**config.mk**
```make
export PLATFORM = sky130hd
export DESIGN_NAME = queue_echo_flags
export DESIGN_NICKNAME = d
export VERILOG_FILES = /design/src/shared/queue_pkg.sv /design/src/hw/queue_echo_flags.sv
export SDC_FILE = /design/constraint.sdc
export NUM_CORES = 1
export LEC_CHECK = 0
export BUFFER_PORTS_ARGS = -buffer_cell sky130_fd_sc_hd__buf_2
export CAP_MARGIN = 20
export CORE_AREA = 2 2 274 276
export CTS_CLUSTER_DIAMETER = 200
export CTS_CLUSTER_SIZE = 40
export DETAILED_ROUTE_END_ITERATION = 8
export DIE_AREA = 0 0 276 278
export SYNTH_ARGS = -nofsm -noshare
export SYNTH_HDL_FRONTEND = slang
export SYNTH_SLANG_ARGS = --single-unit
```
**constraint.sdc**
```tcl
create_clock -name core_clk -period 6.7 [get_ports core_clk]
set_clock_uncertainty 0.1 [all_clocks]
set_input_delay 1.005 -clock core_clk [delete_from_list [all_inputs] [get_ports core_clk]]
set_output_delay 1.005 -clock core_clk [all_outputs]
set_load 0.05 [all_outputs]
```
**src/shared/queue_pkg.sv**
```systemverilog
// Purpose: Constants shared by the queue read-side qualification block
// Assumes: One core clock at 10 MHz; byte-addressed register port
// Notes: Offsets are byte addresses of 32-bit words
package queue_pkg;
    // ========================================================
    // Geometry
    localparam int DATA_W = 10;
    localparam int DEPTH = 64;
    localparam int PTR_W = 6;
    localparam int CNT_W = 7;
    localparam logic [CNT_W-1:0] DEPTH_CNT = 7'h40;
    localparam int IRQ_W = 4;
    localparam int ADDR_W = 8;

    // ========================================================
    // Timing
    localparam int CLK_MHZ = 10;
    localparam int WAKE_NS = 1000;
    localparam int WAKE_CYCLES_INT = (WAKE_NS * CLK_MHZ + 999) / 1000;
    localparam logic [3:0] WAKE_CYCLES = 4'(WAKE_CYCLES_INT);
    localparam int QUIET_CYCLES = 4;

    // ========================================================
    // Register map
    localparam logic [ADDR_W-1:0] CTRL_OFS = 8'h00;
    localparam logic [ADDR_W-1:0] FULL_OFS = 8'h04;
    localparam logic [ADDR_W-1:0] EMPTY_OFS = 8'h08;
    localparam logic [ADDR_W-1:0] STATUS_OFS = 8'h0c;
    localparam logic [ADDR_W-1:0] IRQ_STAT_OFS = 8'h10;
    localparam logic [ADDR_W-1:0] IRQ_EN_OFS = 8'h14;
    localparam logic [ADDR_W-1:0] IRQ_CLR_OFS = 8'h18;

    // ========================================================
    // Field positions
    localparam int CTRL_FALL_THROUGH_MODE_BIT = 0;
    localparam int IRQ_OVERFLOW_BIT = 0;
    localparam int IRQ_AF_BIT = 1;
    localparam int IRQ_AE_BIT = 2;
    localparam int IRQ_WAKE_BIT = 3;

    // ========================================================
    // Reset values
    localparam logic CTRL_RST = 1'b0;
    localparam logic [CNT_W-1:0] FULL_OFS_RST = 7'h08;
    localparam logic [CNT_W-1:0] EMPTY_OFS_RST = 7'h08;
    localparam logic [IRQ_W-1:0] IRQ_EN_RST = 4'h0;
endpackage : queue_pkg

```
**src/hw/queue_echo_flags.sv**
```systemverilog
// Purpose: Read-side qualification, flags and power-down for one queue
// Assumes: Reader, writer and register master run on core_clk
// Notes: power_down_n is a pin and passes a three-stage synchroniser
// How it works
// - Echo low when selected enabled read
// - Empty queue holds echo high
// - Echo is a registered output
// - Fall-through load: ready low, echo pulse
// - Bus driven only with select and enable
// - Read past last word: ready, echo high
// - Sync almost-full updates on clock only
// - Sync almost-full releases one cycle later
// - Sync almost-empty releases one cycle later
// - Flag mode latched during reset
// - Async almost-full follows transfers directly
// - Async almost-empty follows transfers directly
// - One microsecond wait after power-down
// - Control and offset registers frozen during power-down; interrupt enable and clear stay writable
// - Flags hold, outputs off in power-down
//
// Local design decisions: the plain strobed port and the address map.
`timescale 1ns/100ps
`default_nettype none
module queue_echo_flags (
    // Clock and reset
    input wire logic core_clk,
    input wire logic rstn,
    // Write port
    input wire logic write_select_n,
    input wire logic write_enable_n,
    input wire logic [queue_pkg::DATA_W-1:0] write_data,
    // Read port
    input wire logic read_select_n,
    input wire logic read_enable_n,
    input wire logic output_enable_n,
    output logic [queue_pkg::DATA_W-1:0] data_out_bus,
    output logic data_out_oe,
    output logic echo_read_enable_n,
    // Flags
    output logic queue_empty_n,
    output logic output_ready_n,
    output logic almost_full_n,
    output logic almost_empty_n,
    // Static pins
    input wire logic flag_timing_select,
    input wire logic power_down_n,
    // Register port
    input wire logic [queue_pkg::ADDR_W-1:0] reg_addr,
    input wire logic [31:0] reg_wdata,
    input wire logic reg_write,
    input wire logic reg_read,
    output logic [31:0] reg_rdata,
    // Interrupt
    output logic irq
);
    import queue_pkg::*;

    // ========================================================
    // State
    logic [DATA_W-1:0] mem [DEPTH];
    logic [PTR_W-1:0] wr_ptr;
    logic [PTR_W-1:0] rd_ptr;
    logic [CNT_W-1:0] count;
    logic [DATA_W-1:0] out_word;
    logic out_valid;
    logic flag_sync;
    logic fall_through_mode;
    logic [CNT_W-1:0] full_off;
    logic [CNT_W-1:0] empty_off;
    logic [IRQ_W-1:0] irq_status;
    logic [IRQ_W-1:0] irq_enable;
    logic pd_s1;
    logic pd_s2;
    logic pd_s3;
    logic pd_n_q;
    logic [3:0] wake_cnt;

    // ========================================================
    // Power-down and wake
    wire live = pd_n_q && (wake_cnt == 4'h0);

    always_ff @(posedge core_clk) begin
        pd_s1 <= power_down_n;
        pd_s2 <= pd_s1;
        pd_s3 <= pd_s2;
    end

    always_ff @(posedge core_clk) begin
        if (!rstn) begin
            pd_n_q <= 1'b1;
            wake_cnt <= 4'h0;
        end else begin
            if (pd_s2 == pd_s3) begin
                pd_n_q <= pd_s3;
            end
            if (!pd_n_q) begin
                wake_cnt <= WAKE_CYCLES;
            end else if (wake_cnt != 4'h0) begin
                wake_cnt <= wake_cnt - 4'h1;
            end
        end
    end

    // ========================================================
    // Transfer qualification
    wire wr_req = live && !write_select_n && !write_enable_n;
    wire wr_take = wr_req && (count != DEPTH_CNT);
    wire overflow = wr_req && (count == DEPTH_CNT);
    wire rd_req = live && !read_select_n && !read_enable_n;
    wire mem_has = count != {CNT_W{1'b0}};
    wire std_read = !fall_through_mode && rd_req && mem_has;
    wire ft_load = fall_through_mode && live && mem_has
        && (!out_valid || rd_req);
    wire ft_drain = fall_through_mode && live && out_valid && rd_req
        && !mem_has;
    wire rd_take = std_read || ft_load;
    wire next_echo = !rd_take;
    wire next_out_valid = ft_load ? 1'b1 : (ft_drain ? 1'b0 : out_valid);
    wire [CNT_W-1:0] next_count = count + CNT_W'(wr_take)
        - CNT_W'(rd_take);
    wire [CNT_W-1:0] level = count + CNT_W'(out_valid);
    wire [CNT_W-1:0] next_level = next_count + CNT_W'(next_out_valid);
    wire [CNT_W-1:0] free_now = DEPTH_CNT - count;
    wire [CNT_W-1:0] free_next = DEPTH_CNT - next_count;

    // ========================================================
    // Almost-full and almost-empty
    wire af_sync = !(free_now <= full_off);
    wire af_async = !(free_next <= full_off);
    wire ae_sync = !(level <= empty_off);
    wire ae_async = !(next_level <= empty_off);
    wire next_af = flag_sync ? af_sync : af_async;
    wire next_ae = flag_sync ? ae_sync : ae_async;

    // ========================================================
    // Queue storage and output register
    always_ff @(posedge core_clk) begin
        if (wr_take) begin
            mem[wr_ptr] <= write_data;
        end
    end

    always_ff @(posedge core_clk) begin
        if (!rstn) begin
            wr_ptr <= {PTR_W{1'b0}};
            rd_ptr <= {PTR_W{1'b0}};
            count <= {CNT_W{1'b0}};
            out_word <= {DATA_W{1'b0}};
            out_valid <= 1'b0;
        end else begin
            wr_ptr <= wr_take ? wr_ptr + PTR_W'(1) : wr_ptr;
            rd_ptr <= rd_take ? rd_ptr + PTR_W'(1) : rd_ptr;
            count <= next_count;
            out_word <= rd_take ? mem[rd_ptr] : out_word;
            out_valid <= next_out_valid;
        end
    end

    // ========================================================
    // Registered flags and echo
    always_ff @(posedge core_clk) begin
        if (!rstn) begin
            flag_sync <= flag_timing_select;
            echo_read_enable_n <= 1'b1;
            queue_empty_n <= 1'b0;
            output_ready_n <= 1'b1;
            almost_full_n <= 1'b1;
            almost_empty_n <= 1'b0;
        end else begin
            echo_read_enable_n <= next_echo;
            queue_empty_n <= fall_through_mode ? next_out_valid
                : (next_count != {CNT_W{1'b0}});
            output_ready_n <= !(fall_through_mode && next_out_valid);
            almost_full_n <= next_af;
            almost_empty_n <= next_ae;
        end
    end

    assign data_out_bus = out_word;
    assign data_out_oe = live && !read_select_n && !output_enable_n;

    // ========================================================
    // Register port
    wire cfg_we = reg_write && pd_n_q;
    wire ctrl_we = cfg_we && (reg_addr == CTRL_OFS);
    wire full_we = cfg_we && (reg_addr == FULL_OFS);
    wire empty_we = cfg_we && (reg_addr == EMPTY_OFS);
    wire irq_en_we = reg_write && (reg_addr == IRQ_EN_OFS);
    wire irq_clr_we = reg_write && (reg_addr == IRQ_CLR_OFS);
    wire [IRQ_W-1:0] irq_clear = irq_clr_we ? reg_wdata[IRQ_W-1:0]
        : {IRQ_W{1'b0}};
    wire [31:0] status_word = {21'h0, pd_n_q, live, flag_sync,
        out_valid, count};
    logic [31:0] next_rdata;

    always_comb begin
        next_rdata = 32'h0;
        if (!reg_read) begin
            next_rdata = 32'h0;
        end else if (reg_addr == CTRL_OFS) begin
            next_rdata = {31'h0, fall_through_mode};
        end else if (reg_addr == FULL_OFS) begin
            next_rdata = {25'h0, full_off};
        end else if (reg_addr == EMPTY_OFS) begin
            next_rdata = {25'h0, empty_off};
        end else if (reg_addr == STATUS_OFS) begin
            next_rdata = status_word;
        end else if (reg_addr == IRQ_STAT_OFS) begin
            next_rdata = {28'h0, irq_status};
        end else if (reg_addr == IRQ_EN_OFS) begin
            next_rdata = {28'h0, irq_enable};
        end
    end

    always_ff @(posedge core_clk) begin
        if (!rstn) begin
            fall_through_mode <= CTRL_RST;
            full_off <= FULL_OFS_RST;
            empty_off <= EMPTY_OFS_RST;
            irq_enable <= IRQ_EN_RST;
            reg_rdata <= 32'h0;
        end else begin
            if (ctrl_we) begin
                fall_through_mode <= reg_wdata[CTRL_FALL_THROUGH_MODE_BIT];
            end
            if (full_we) begin
                full_off <= reg_wdata[CNT_W-1:0];
            end
            if (empty_we) begin
                empty_off <= reg_wdata[CNT_W-1:0];
            end
            if (irq_en_we) begin
                irq_enable <= reg_wdata[IRQ_W-1:0];
            end
            reg_rdata <= next_rdata;
        end
    end

    // ========================================================
    // Interrupt status, set wins over clear
    wire [IRQ_W-1:0] irq_event;
    assign irq_event[IRQ_OVERFLOW_BIT] = overflow;
    assign irq_event[IRQ_AF_BIT] = almost_full_n && !next_af;
    assign irq_event[IRQ_AE_BIT] = almost_empty_n && !next_ae;
    assign irq_event[IRQ_WAKE_BIT] = pd_n_q && (wake_cnt == 4'h1);

    genvar gi;
    generate
        for (gi = 0; gi < IRQ_W; gi++) begin : g_irq
            always_ff @(posedge core_clk) begin
                if (!rstn) begin
                    irq_status[gi] <= 1'b0;
                end else begin
                    irq_status[gi] <= irq_event[gi]
                        || (irq_status[gi] && !irq_clear[gi]);
                end
            end
        end
    endgenerate

    assign irq = |(irq_status & irq_enable);

    // ========================================================
    // Assertions
    property p_echo_read;
        @(posedge core_clk) disable iff (!rstn)
        (!fall_through_mode && rd_req && mem_has) |=> !echo_read_enable_n;
    endproperty
    a_echo_read: assert property (p_echo_read)
        else $error("echo not low on selected read");

    property p_echo_empty;
        @(posedge core_clk) disable iff (!rstn)
        (!mem_has && !out_valid) |=> echo_read_enable_n;
    endproperty
    a_echo_empty: assert property (p_echo_empty)
        else $error("echo low while queue empty");

    property p_echo_cause;
        @(posedge core_clk) disable iff (!rstn)
        $fell(echo_read_enable_n) |-> $past(mem_has) && $past(live);
    endproperty
    a_echo_cause: assert property (p_echo_cause)
        else $error("echo fell without a stored word");

    property p_fall_in;
        @(posedge core_clk) disable iff (!rstn)
        (fall_through_mode && live && !out_valid && mem_has)
        |=> !output_ready_n && !echo_read_enable_n;
    endproperty
    a_fall_in: assert property (p_fall_in)
        else $error("fall-through load not flagged");

    property p_bus_drive;
        @(posedge core_clk) disable iff (!rstn)
        data_out_oe |-> !read_select_n && !output_enable_n && pd_n_q;
    endproperty
    a_bus_drive: assert property (p_bus_drive)
        else $error("bus driven without select and enable");

    property p_last_read;
        @(posedge core_clk) disable iff (!rstn)
        (fall_through_mode && live && out_valid && rd_req && !mem_has)
        |=> output_ready_n && echo_read_enable_n;
    endproperty
    a_last_read: assert property (p_last_read)
        else $error("read past last word not flagged");

    property p_af_sync;
        @(posedge core_clk) disable iff (!rstn)
        (flag_sync && $stable(full_off))
        |=> almost_full_n == !($past(free_now) <= $past(full_off));
    endproperty
    a_af_sync: assert property (p_af_sync)
        else $error("sync almost-full wrong");

    property p_ae_sync;
        @(posedge core_clk) disable iff (!rstn)
        (flag_sync && $stable(empty_off))
        |=> almost_empty_n == !($past(level) <= $past(empty_off));
    endproperty
    a_ae_sync: assert property (p_ae_sync)
        else $error("sync almost-empty wrong");

    property p_af_async;
        @(posedge core_clk) disable iff (!rstn)
        (!flag_sync && $stable(full_off) && $past(rstn))
        |-> almost_full_n == !(free_now <= full_off);
    endproperty
    a_af_async: assert property (p_af_async)
        else $error("async almost-full wrong");

    property p_ae_async;
        @(posedge core_clk) disable iff (!rstn)
        (!flag_sync && $stable(empty_off) && $past(rstn))
        |-> almost_empty_n == !(level <= empty_off);
    endproperty
    a_ae_async: assert property (p_ae_async)
        else $error("async almost-empty wrong");

    property p_mode_latch;
        @(posedge core_clk)
        $rose(rstn) |-> flag_sync == $past(flag_timing_select);
    endproperty
    a_mode_latch: assert property (p_mode_latch)
        else $error("flag mode not latched in reset");

    property p_wake;
        @(posedge core_clk) disable iff (!rstn)
        $rose(pd_n_q) |-> !live [*8] ##1 !live [*2] ##1 live;
    endproperty
    a_wake: assert property (p_wake)
        else $error("wake wait wrong length");

    property p_pd_static;
        @(posedge core_clk) disable iff (!rstn)
        !pd_n_q |=> $stable(fall_through_mode) && $stable(full_off)
            && $stable(empty_off);
    endproperty
    a_pd_static: assert property (p_pd_static)
        else $error("configuration changed in power-down");

    property p_pd_flags;
        @(posedge core_clk) disable iff (!rstn)
        (!pd_n_q && $past(!pd_n_q) && $past(rstn))
        |-> !data_out_oe ##1 ($stable(almost_full_n)
            && $stable(almost_empty_n));
    endproperty
    a_pd_flags: assert property (p_pd_flags)
        else $error("flags moved or bus on in power-down");

    c_fall_in: cover property (@(posedge core_clk) disable iff (!rstn)
        fall_through_mode && $fell(output_ready_n));
    c_drain: cover property (@(posedge core_clk) disable iff (!rstn)
        fall_through_mode && $rose(output_ready_n));
    c_af: cover property (@(posedge core_clk) disable iff (!rstn)
        $fell(almost_full_n));
    c_wake: cover property (@(posedge core_clk) disable iff (!rstn)
        $rose(live) && $past(pd_n_q));
endmodule : queue_echo_flags
`default_nettype wire

```
---- Word level (Yosys, flattened, before mapping) ----
Memories as Yosys holds them, arrays and structs flattened. A register that Yosys moved wholly into a read port is not among the register bits.
Cells that the tools add are included.
storage, ports and cells
  flip-flop bits (word level) ............. 89
  memories ................................ 1
  latch bits .............................. 0
  bits in writable memories ............... 640
  output and inout port bits .............. 49
  logic and storage cells ................. 140
  memory bits (read-only) ................. 0
operators by class
  mux-type cells .......................... 16
  shifts and indexed selects .............. 0
  add/subtract/negate cells ............... 9
  order comparisons ....................... 4
  reduce and logical (&&, ||, !) cells .... 68
  bitwise logic cells ..................... 3
  eq/ne operators ......................... 11
  div/mod/pow operators ................... 0
  multiply operators ...................... 0
memory list
  name  depth  width  rd ports  clocked after Yosys merged registers in  write ports  line                    text
  mem   64     10     1         1                                        1            queue_echo_flags.sv:60  logic [DATA_W-1:0] mem [DEPTH];
operator list
  kind                                                             count
  1-bit logical AND                                                30
  7-bit <= comparator                                              4
  8-bit by 5-bit == test with 1-bit output, second input constant  3
  7-bit by 1-bit adder with 7-bit output                           3
  1-bit zero test                                                  21
  4-bit 2-to-1 mux                                                 5
  8-bit by 4-bit == test with 1-bit output, second input constant  2
  7-bit 2-to-1 mux                                                 2
  7-bit nonzero test                                               2
  7-bit subtractor, first input constant                           2
  6-bit by 1-bit adder with 6-bit output, second input constant    2
  11-bit 2-to-1 mux                                                1
  8-bit by 3-bit == test with 1-bit output, second input constant  1
  8-bit zero test                                                  1
  1-bit 2-to-1 mux                                                 8
  7-bit == test, second input constant                             1
  7-bit != test, second input constant                             1
  7-bit OR reduction                                               1
  7-bit by 1-bit subtractor with 7-bit output                      1
  1-bit logical OR                                                 6
  5-bit OR reduction                                               1
  4-bit AND                                                        1
  4-bit by 1-bit == test with 1-bit output, second input constant  1
  4-bit zero test                                                  1
  other kinds (8)                                                  10

---- Longest topological paths before layout ----
  depth after elaboration ................. 15
  gate-level depth with buffers ........... 20

---- Worst setup path after synthesis ----
No wires, ideal clock.
  path type ............................... input to register
  from .................................... in read_select_n
  to ...................................... reg irq_status[1]
  data required time ...................... 6526 ps
  path slack .............................. 2230 ps
  stages on the path ...................... 18
  arrival ................................. 4295 ps
  cell sequence ........................... nor2_1 > o2111a_1 > buf_2 > xnor2_1 > ha_1 > fa_1 > nor2b_1 > o21a_1 > nor2_1 > xnor2_1 > nand3_1 > xnor2_1 > ha_1 > a21o_1 > a21oi_1 > a211oi_1 > a211o_1 > o21ai_0
on the way
  longest elaborated chain between the ends .. 14
  elaborated cells between the ends (all ways) .. 16
  those cells by class .................... add/sub: 2; order compare: 1; mux: 1; reduce/logical: 12
ends and longest elaborated chain
  element                                                line                                              text
  start, declared                                        queue_echo_flags.sv:33                            input wire logic read_select_n,
  1-bit zero test (*)                                    queue_echo_flags.sv:109                           wire rd_req = live && !read_select_n && !read_enable_n;
  1-bit logical AND (*) (2 in a row)                     queue_echo_flags.sv:109
  1-bit logical AND or 1-bit logical OR (tied branches)  queue_echo_flags.sv:111, queue_echo_flags.sv:113
  1-bit logical AND (on tied branches)                   queue_echo_flags.sv:111, queue_echo_flags.sv:113
  1-bit logical OR (*)                                   queue_echo_flags.sv:116                           wire rd_take = std_read || ft_load;
  7-bit by 1-bit subtractor with 7-bit output (*)        queue_echo_flags.sv:120                           - CNT_W'(rd_take);
  7-bit subtractor (*)                                   queue_echo_flags.sv:124                           wire [CNT_W-1:0] free_next = DEPTH_CNT - next_count;
  7-bit <= comparator (*)                                queue_echo_flags.sv:129                           wire af_async = !(free_next <= full_off);
  1-bit zero test (*)                                    queue_echo_flags.sv:129
  1-bit 2-to-1 mux (*)                                   queue_echo_flags.sv:132                           wire next_af = flag_sync ? af_sync : af_async;
  1-bit zero test (*)                                    queue_echo_flags.sv:243                           assign irq_event[IRQ_AF_BIT] = almost_full_n && !next_af;
  1-bit logical AND (*)                                  queue_echo_flags.sv:243
  1-bit logical OR (*)                                   queue_echo_flags.sv:255                           || (irq_status[gi] && !irq_clear[gi]);
  end signal, assigned by index                          queue_echo_flags.sv:254                           irq_status[gi] <= irq_event[gi]
  end, declared                                          queue_echo_flags.sv:70                            logic [IRQ_W-1:0] irq_status;
Mark *: on every way between the ends. The rest lies on a longest branch, timed or not.
A chain may end at the register's enable or synchronous reset.

---- Worst setup path after layout ----
  from .................................... reg count[1]
  to ...................................... reg irq_status[1]
on the way
  longest elaborated chain between the ends .. 12
  elaborated cells between the ends (all ways) .. 19
  those cells by class .................... add/sub: 4; order compare: 2; eq/ne: 1; mux: 1; reduce/logical: 11
ends and longest elaborated chain
  element                                                                                         line                     text
  start, declared                                                                                 queue_echo_flags.sv:63   logic [CNT_W-1:0] count;
  start signal, assigned                                                                          queue_echo_flags.sv:147  count <= {CNT_W{1'b0}};
  start signal, assigned                                                                          queue_echo_flags.sv:153  count <= next_count;
  parallel branches: the longest is 8 deep, another holds 7-bit by 1-bit adder with 7-bit output  --
  1-bit 2-to-1 mux (*)                                                                            queue_echo_flags.sv:132
  1-bit zero test (*)                                                                             queue_echo_flags.sv:243
  1-bit logical AND (*)                                                                           queue_echo_flags.sv:243
  1-bit logical OR (*)                                                                            queue_echo_flags.sv:255
Mark *: on every way between the ends.

==> impl_metrics.tcl <==
set metrics [dict create \
    drtPass1Iterations 9 \
    clk_path_buf_depth 3 \
    tightest_slew_ps 1050 \
    powerDensity_mw_per_mm2 272.1 \
    dieArea_mm2 0.07673 \
    antenna_found_initial 0 \
    via_per_inst 5.493 \
    antennaDiodeCount 0 \
    synth_top_area_share_pct 65.90 \
    drv_slew 0 \
    die_w_um 276 \
    arrival_ps 5430 \
    initial_core_util_pct 39.56 \
    holdCritPathClass "reg2reg" \
    gr-usage-met2_pct 27.18 \
    synth_area_per_cell_um2 17.37 \
    critPathMaxFanout 11 \
    postSynthCellCount 1681 \
    clkLatencyLatePin_ps 610 \
    grt_use_total_pct 16.41 \
    end_kind "flip-flop" \
    vias 14750 \
    drt-total-wl_um 64090 \
    switching_power_mw 2.225 \
    postCtsHoldBufs 0 \
    ys_seq_area_share_pct 71.18 \
    grt_pass1_wl_um 94960 \
    violations "design-rule violations" \
    final_common_cell "edfxtp_1" \
    fp.dieH_um 278 \
    final_cell_mix "641 x edfxtp_1, 129 x mux4_2, 116 x nor2_1" \
    synth_area_leaders "edfxtp_1 66%, mux4_2 9.9%, dfxtp_1 5.3%" \
    nNetsFinal 1815 \
    io_pins 110 \
    grt_util_met1_pct 23.55 \
    fmax_mhz 200.7 \
    status "complete, but fails checks" \
    timing.final.crit_period_ps 4983 \
    async_flop_share_pct 0 \
    gr-total-overflow 0 \
    cts_resized 0 \
    clockPowerShare_pct 22.0 \
    drcViolationCount 14 \
    period_share_pct 74.38 \
    r2r_slack_ps 1720 \
    grt_use_met3_pct 2.233 \
    numCtsBuffers 21 \
    dpl.hpwl_um 39200 \
    setup_violations 0 \
    rows 100 \
    syn2layout_area_growth_pct 6.374 \
    synth_edf_count 641 \
    grt_pass1_vias 14830 \
    slew_headroom_pct 29.71 \
    power_frac_seq_pct 59.2 \
    critPathLaunchType "flip-flop" \
    cp.required_ps 7150 \
    ctsHtreeMaxLevel 1 \
    ant_nets 0 \
    p_comb_share_pct 18.8 \
    power_leakage_nw 9.451 \
    cts.sinks 718 \
    cts_root_buffer "clkbuf_16" \
    grt_setup_unrepaired "false" \
    coreArea_mm2 0.07382 \
    clk_pin_slew_ps 150 \
    path_class "reg2reg" \
    ys_ff_latch 718 \
    synth_warnings 0 \
    post-cts-setup-buffers 0 \
    numPortBuffers 63 \
    finalHoldViolCount 0 \
    wl_per_cell_um 23.86 \
    place_congestion 0.8508 \
    synthDistinctLibCells 62 \
    max-vdd-ir-drop_uv 210.5 \
    intPower_mw 6.229 \
    tns_ps 0 \
    synth_area_leader_cell "edfxtp_1" \
    syn-cell-area_mm2 0.02921 \
    cts_tree "yes" \
    drive_above_1_share_pct 14.85 \
    grt_start_max_net_pins 65 \
    whs_ps 249.6 \
    swShare_pct 26.32 \
    grt_busiest_layer "met2" \
    cap_viol_max_count 0 \
    ys.flop_type "edfxtp_1" \
    drt-initial-drc-count 1340 \
]
## final cells by class
type                    count  area, um^2
clock buffers              37       595.6
multi-input cells         847        7825
inverters                  29       108.9
flip-flops and latches    718       20800
fillers                  6543       42750
well taps                 969        1212
repair buffers             86       525.5
## Yosys cell counts, drive strengths merged, types with 13 or more instances
cell type / n
ha: 50
buf: 62
nor2b: 18
edfxtp: 641
xnor2: 19
o22ai: 15
a22oi: 23
nand3: 41
mux4: 129
o21ai: 29
a21oi: 47
inv: 28
o221ai: 17
nand2: 68
a211oi: 21
mux2i: 112
xor2: 13
dfxtp: 77
nor2: 116
clkbuf: 45
## logic make-up after synthesis
kind of cell	share of synthesized area [%]
other	0.01284
multiplexers	13.90
buffers and inverters	2.326
flip-flops	71.18
XOR/XNOR	0.9596
AO/OA/AOI/OAI	4.438
AND/OR/NAND/NOR	4.969
adder cells (fa/ha/maj)	2.211
## worst paths after layout
| kind | from | end | depth (start not counted) |
|---|---|---|---|
| worst max-delay path | count[1]$_SDFF_PN0_ | irq_status[1]$_SDFF_PN0_ | 19 |
| worst min register to register | pd_s1$_DFF_P_ | pd_s2$_DFF_P_ | 0 |
| worst max register to register | count[1]$_SDFF_PN0_ | irq_status[1]$_SDFF_PN0_ | 19 |
| worst min-delay path | pd_s1$_DFF_P_ | pd_s2$_DFF_P_ | 0 |
## through the flow
stage | total power [mW] | utilization [%] | cells | worst slack (ps) | cell area [um^2]
6_report | 8.454 | 42.09 | 2686 | 1717 | 31070
4_1_cts | 8.517 | 42.02 | 2683 | 1640 | 31020
3_3_place_gp | 6.666 | 41.22 | 2646 | 1568 | 30430
3_5_place_dp | 6.703 | 41.22 | 2646 | 1432 | 30430
5_1_grt | 8.850 | 42.09 | 2686 | 1339 | 31070
2_1_floorplan | 6.306 | - | 1701 | 2230 | 29280
## power groups by stage
stage | registers, mW | clock network [mW] | logic [mW]
2_1_floorplan | 5.10 | 0 | 1.21
3_3_place_gp | 5.10 | 0 | 1.56
3_5_place_dp | 5.11 | 0 | 1.60
4_1_cts | 5.00 | 1.91 | 1.61
5_1_grt | 5.01 | 2.04 | 1.79
6_report | 5.00 | 1.86 | 1.59
## worst max-delay path, stage by stage (launching register included)
cell and delay [ps]:
dfxtp_1 520, inv_1 180, ha_1 290, nand4b_1 180
o2111a_1 510, xnor2_1 150, ha_1 230, fa_1 420
nor2b_1 150, o21a_1 180, nor2_1 120, xnor2_1 360
nand3_1 180, xnor2_1 170, ha_1 300, a21o_1 160
a21oi_1 190, a211oi_1 100, a211o_1 310, o21ai_0 130
## registers in the layout, summed over array words and instances, names as in the netlist, 4 cells and up
name / flops
count: 7
rd_ptr: 6
data_out_bus: 10
full_off: 7
wake_cnt: 4
reg_rdata: 11
irq_status: 4
mem: 640
irq_enable: 4
empty_off: 7
wr_ptr: 6
## layer usage
layer	vias up	part of all wire [%]	wire length, um
met2	449	48	30940
met3	43	5.9	3774
met1	7664	44	28440
met5	-	0	0
met4	0	1.5	937
li1	6597	-	-
Power figures use the tool's default switching activity.
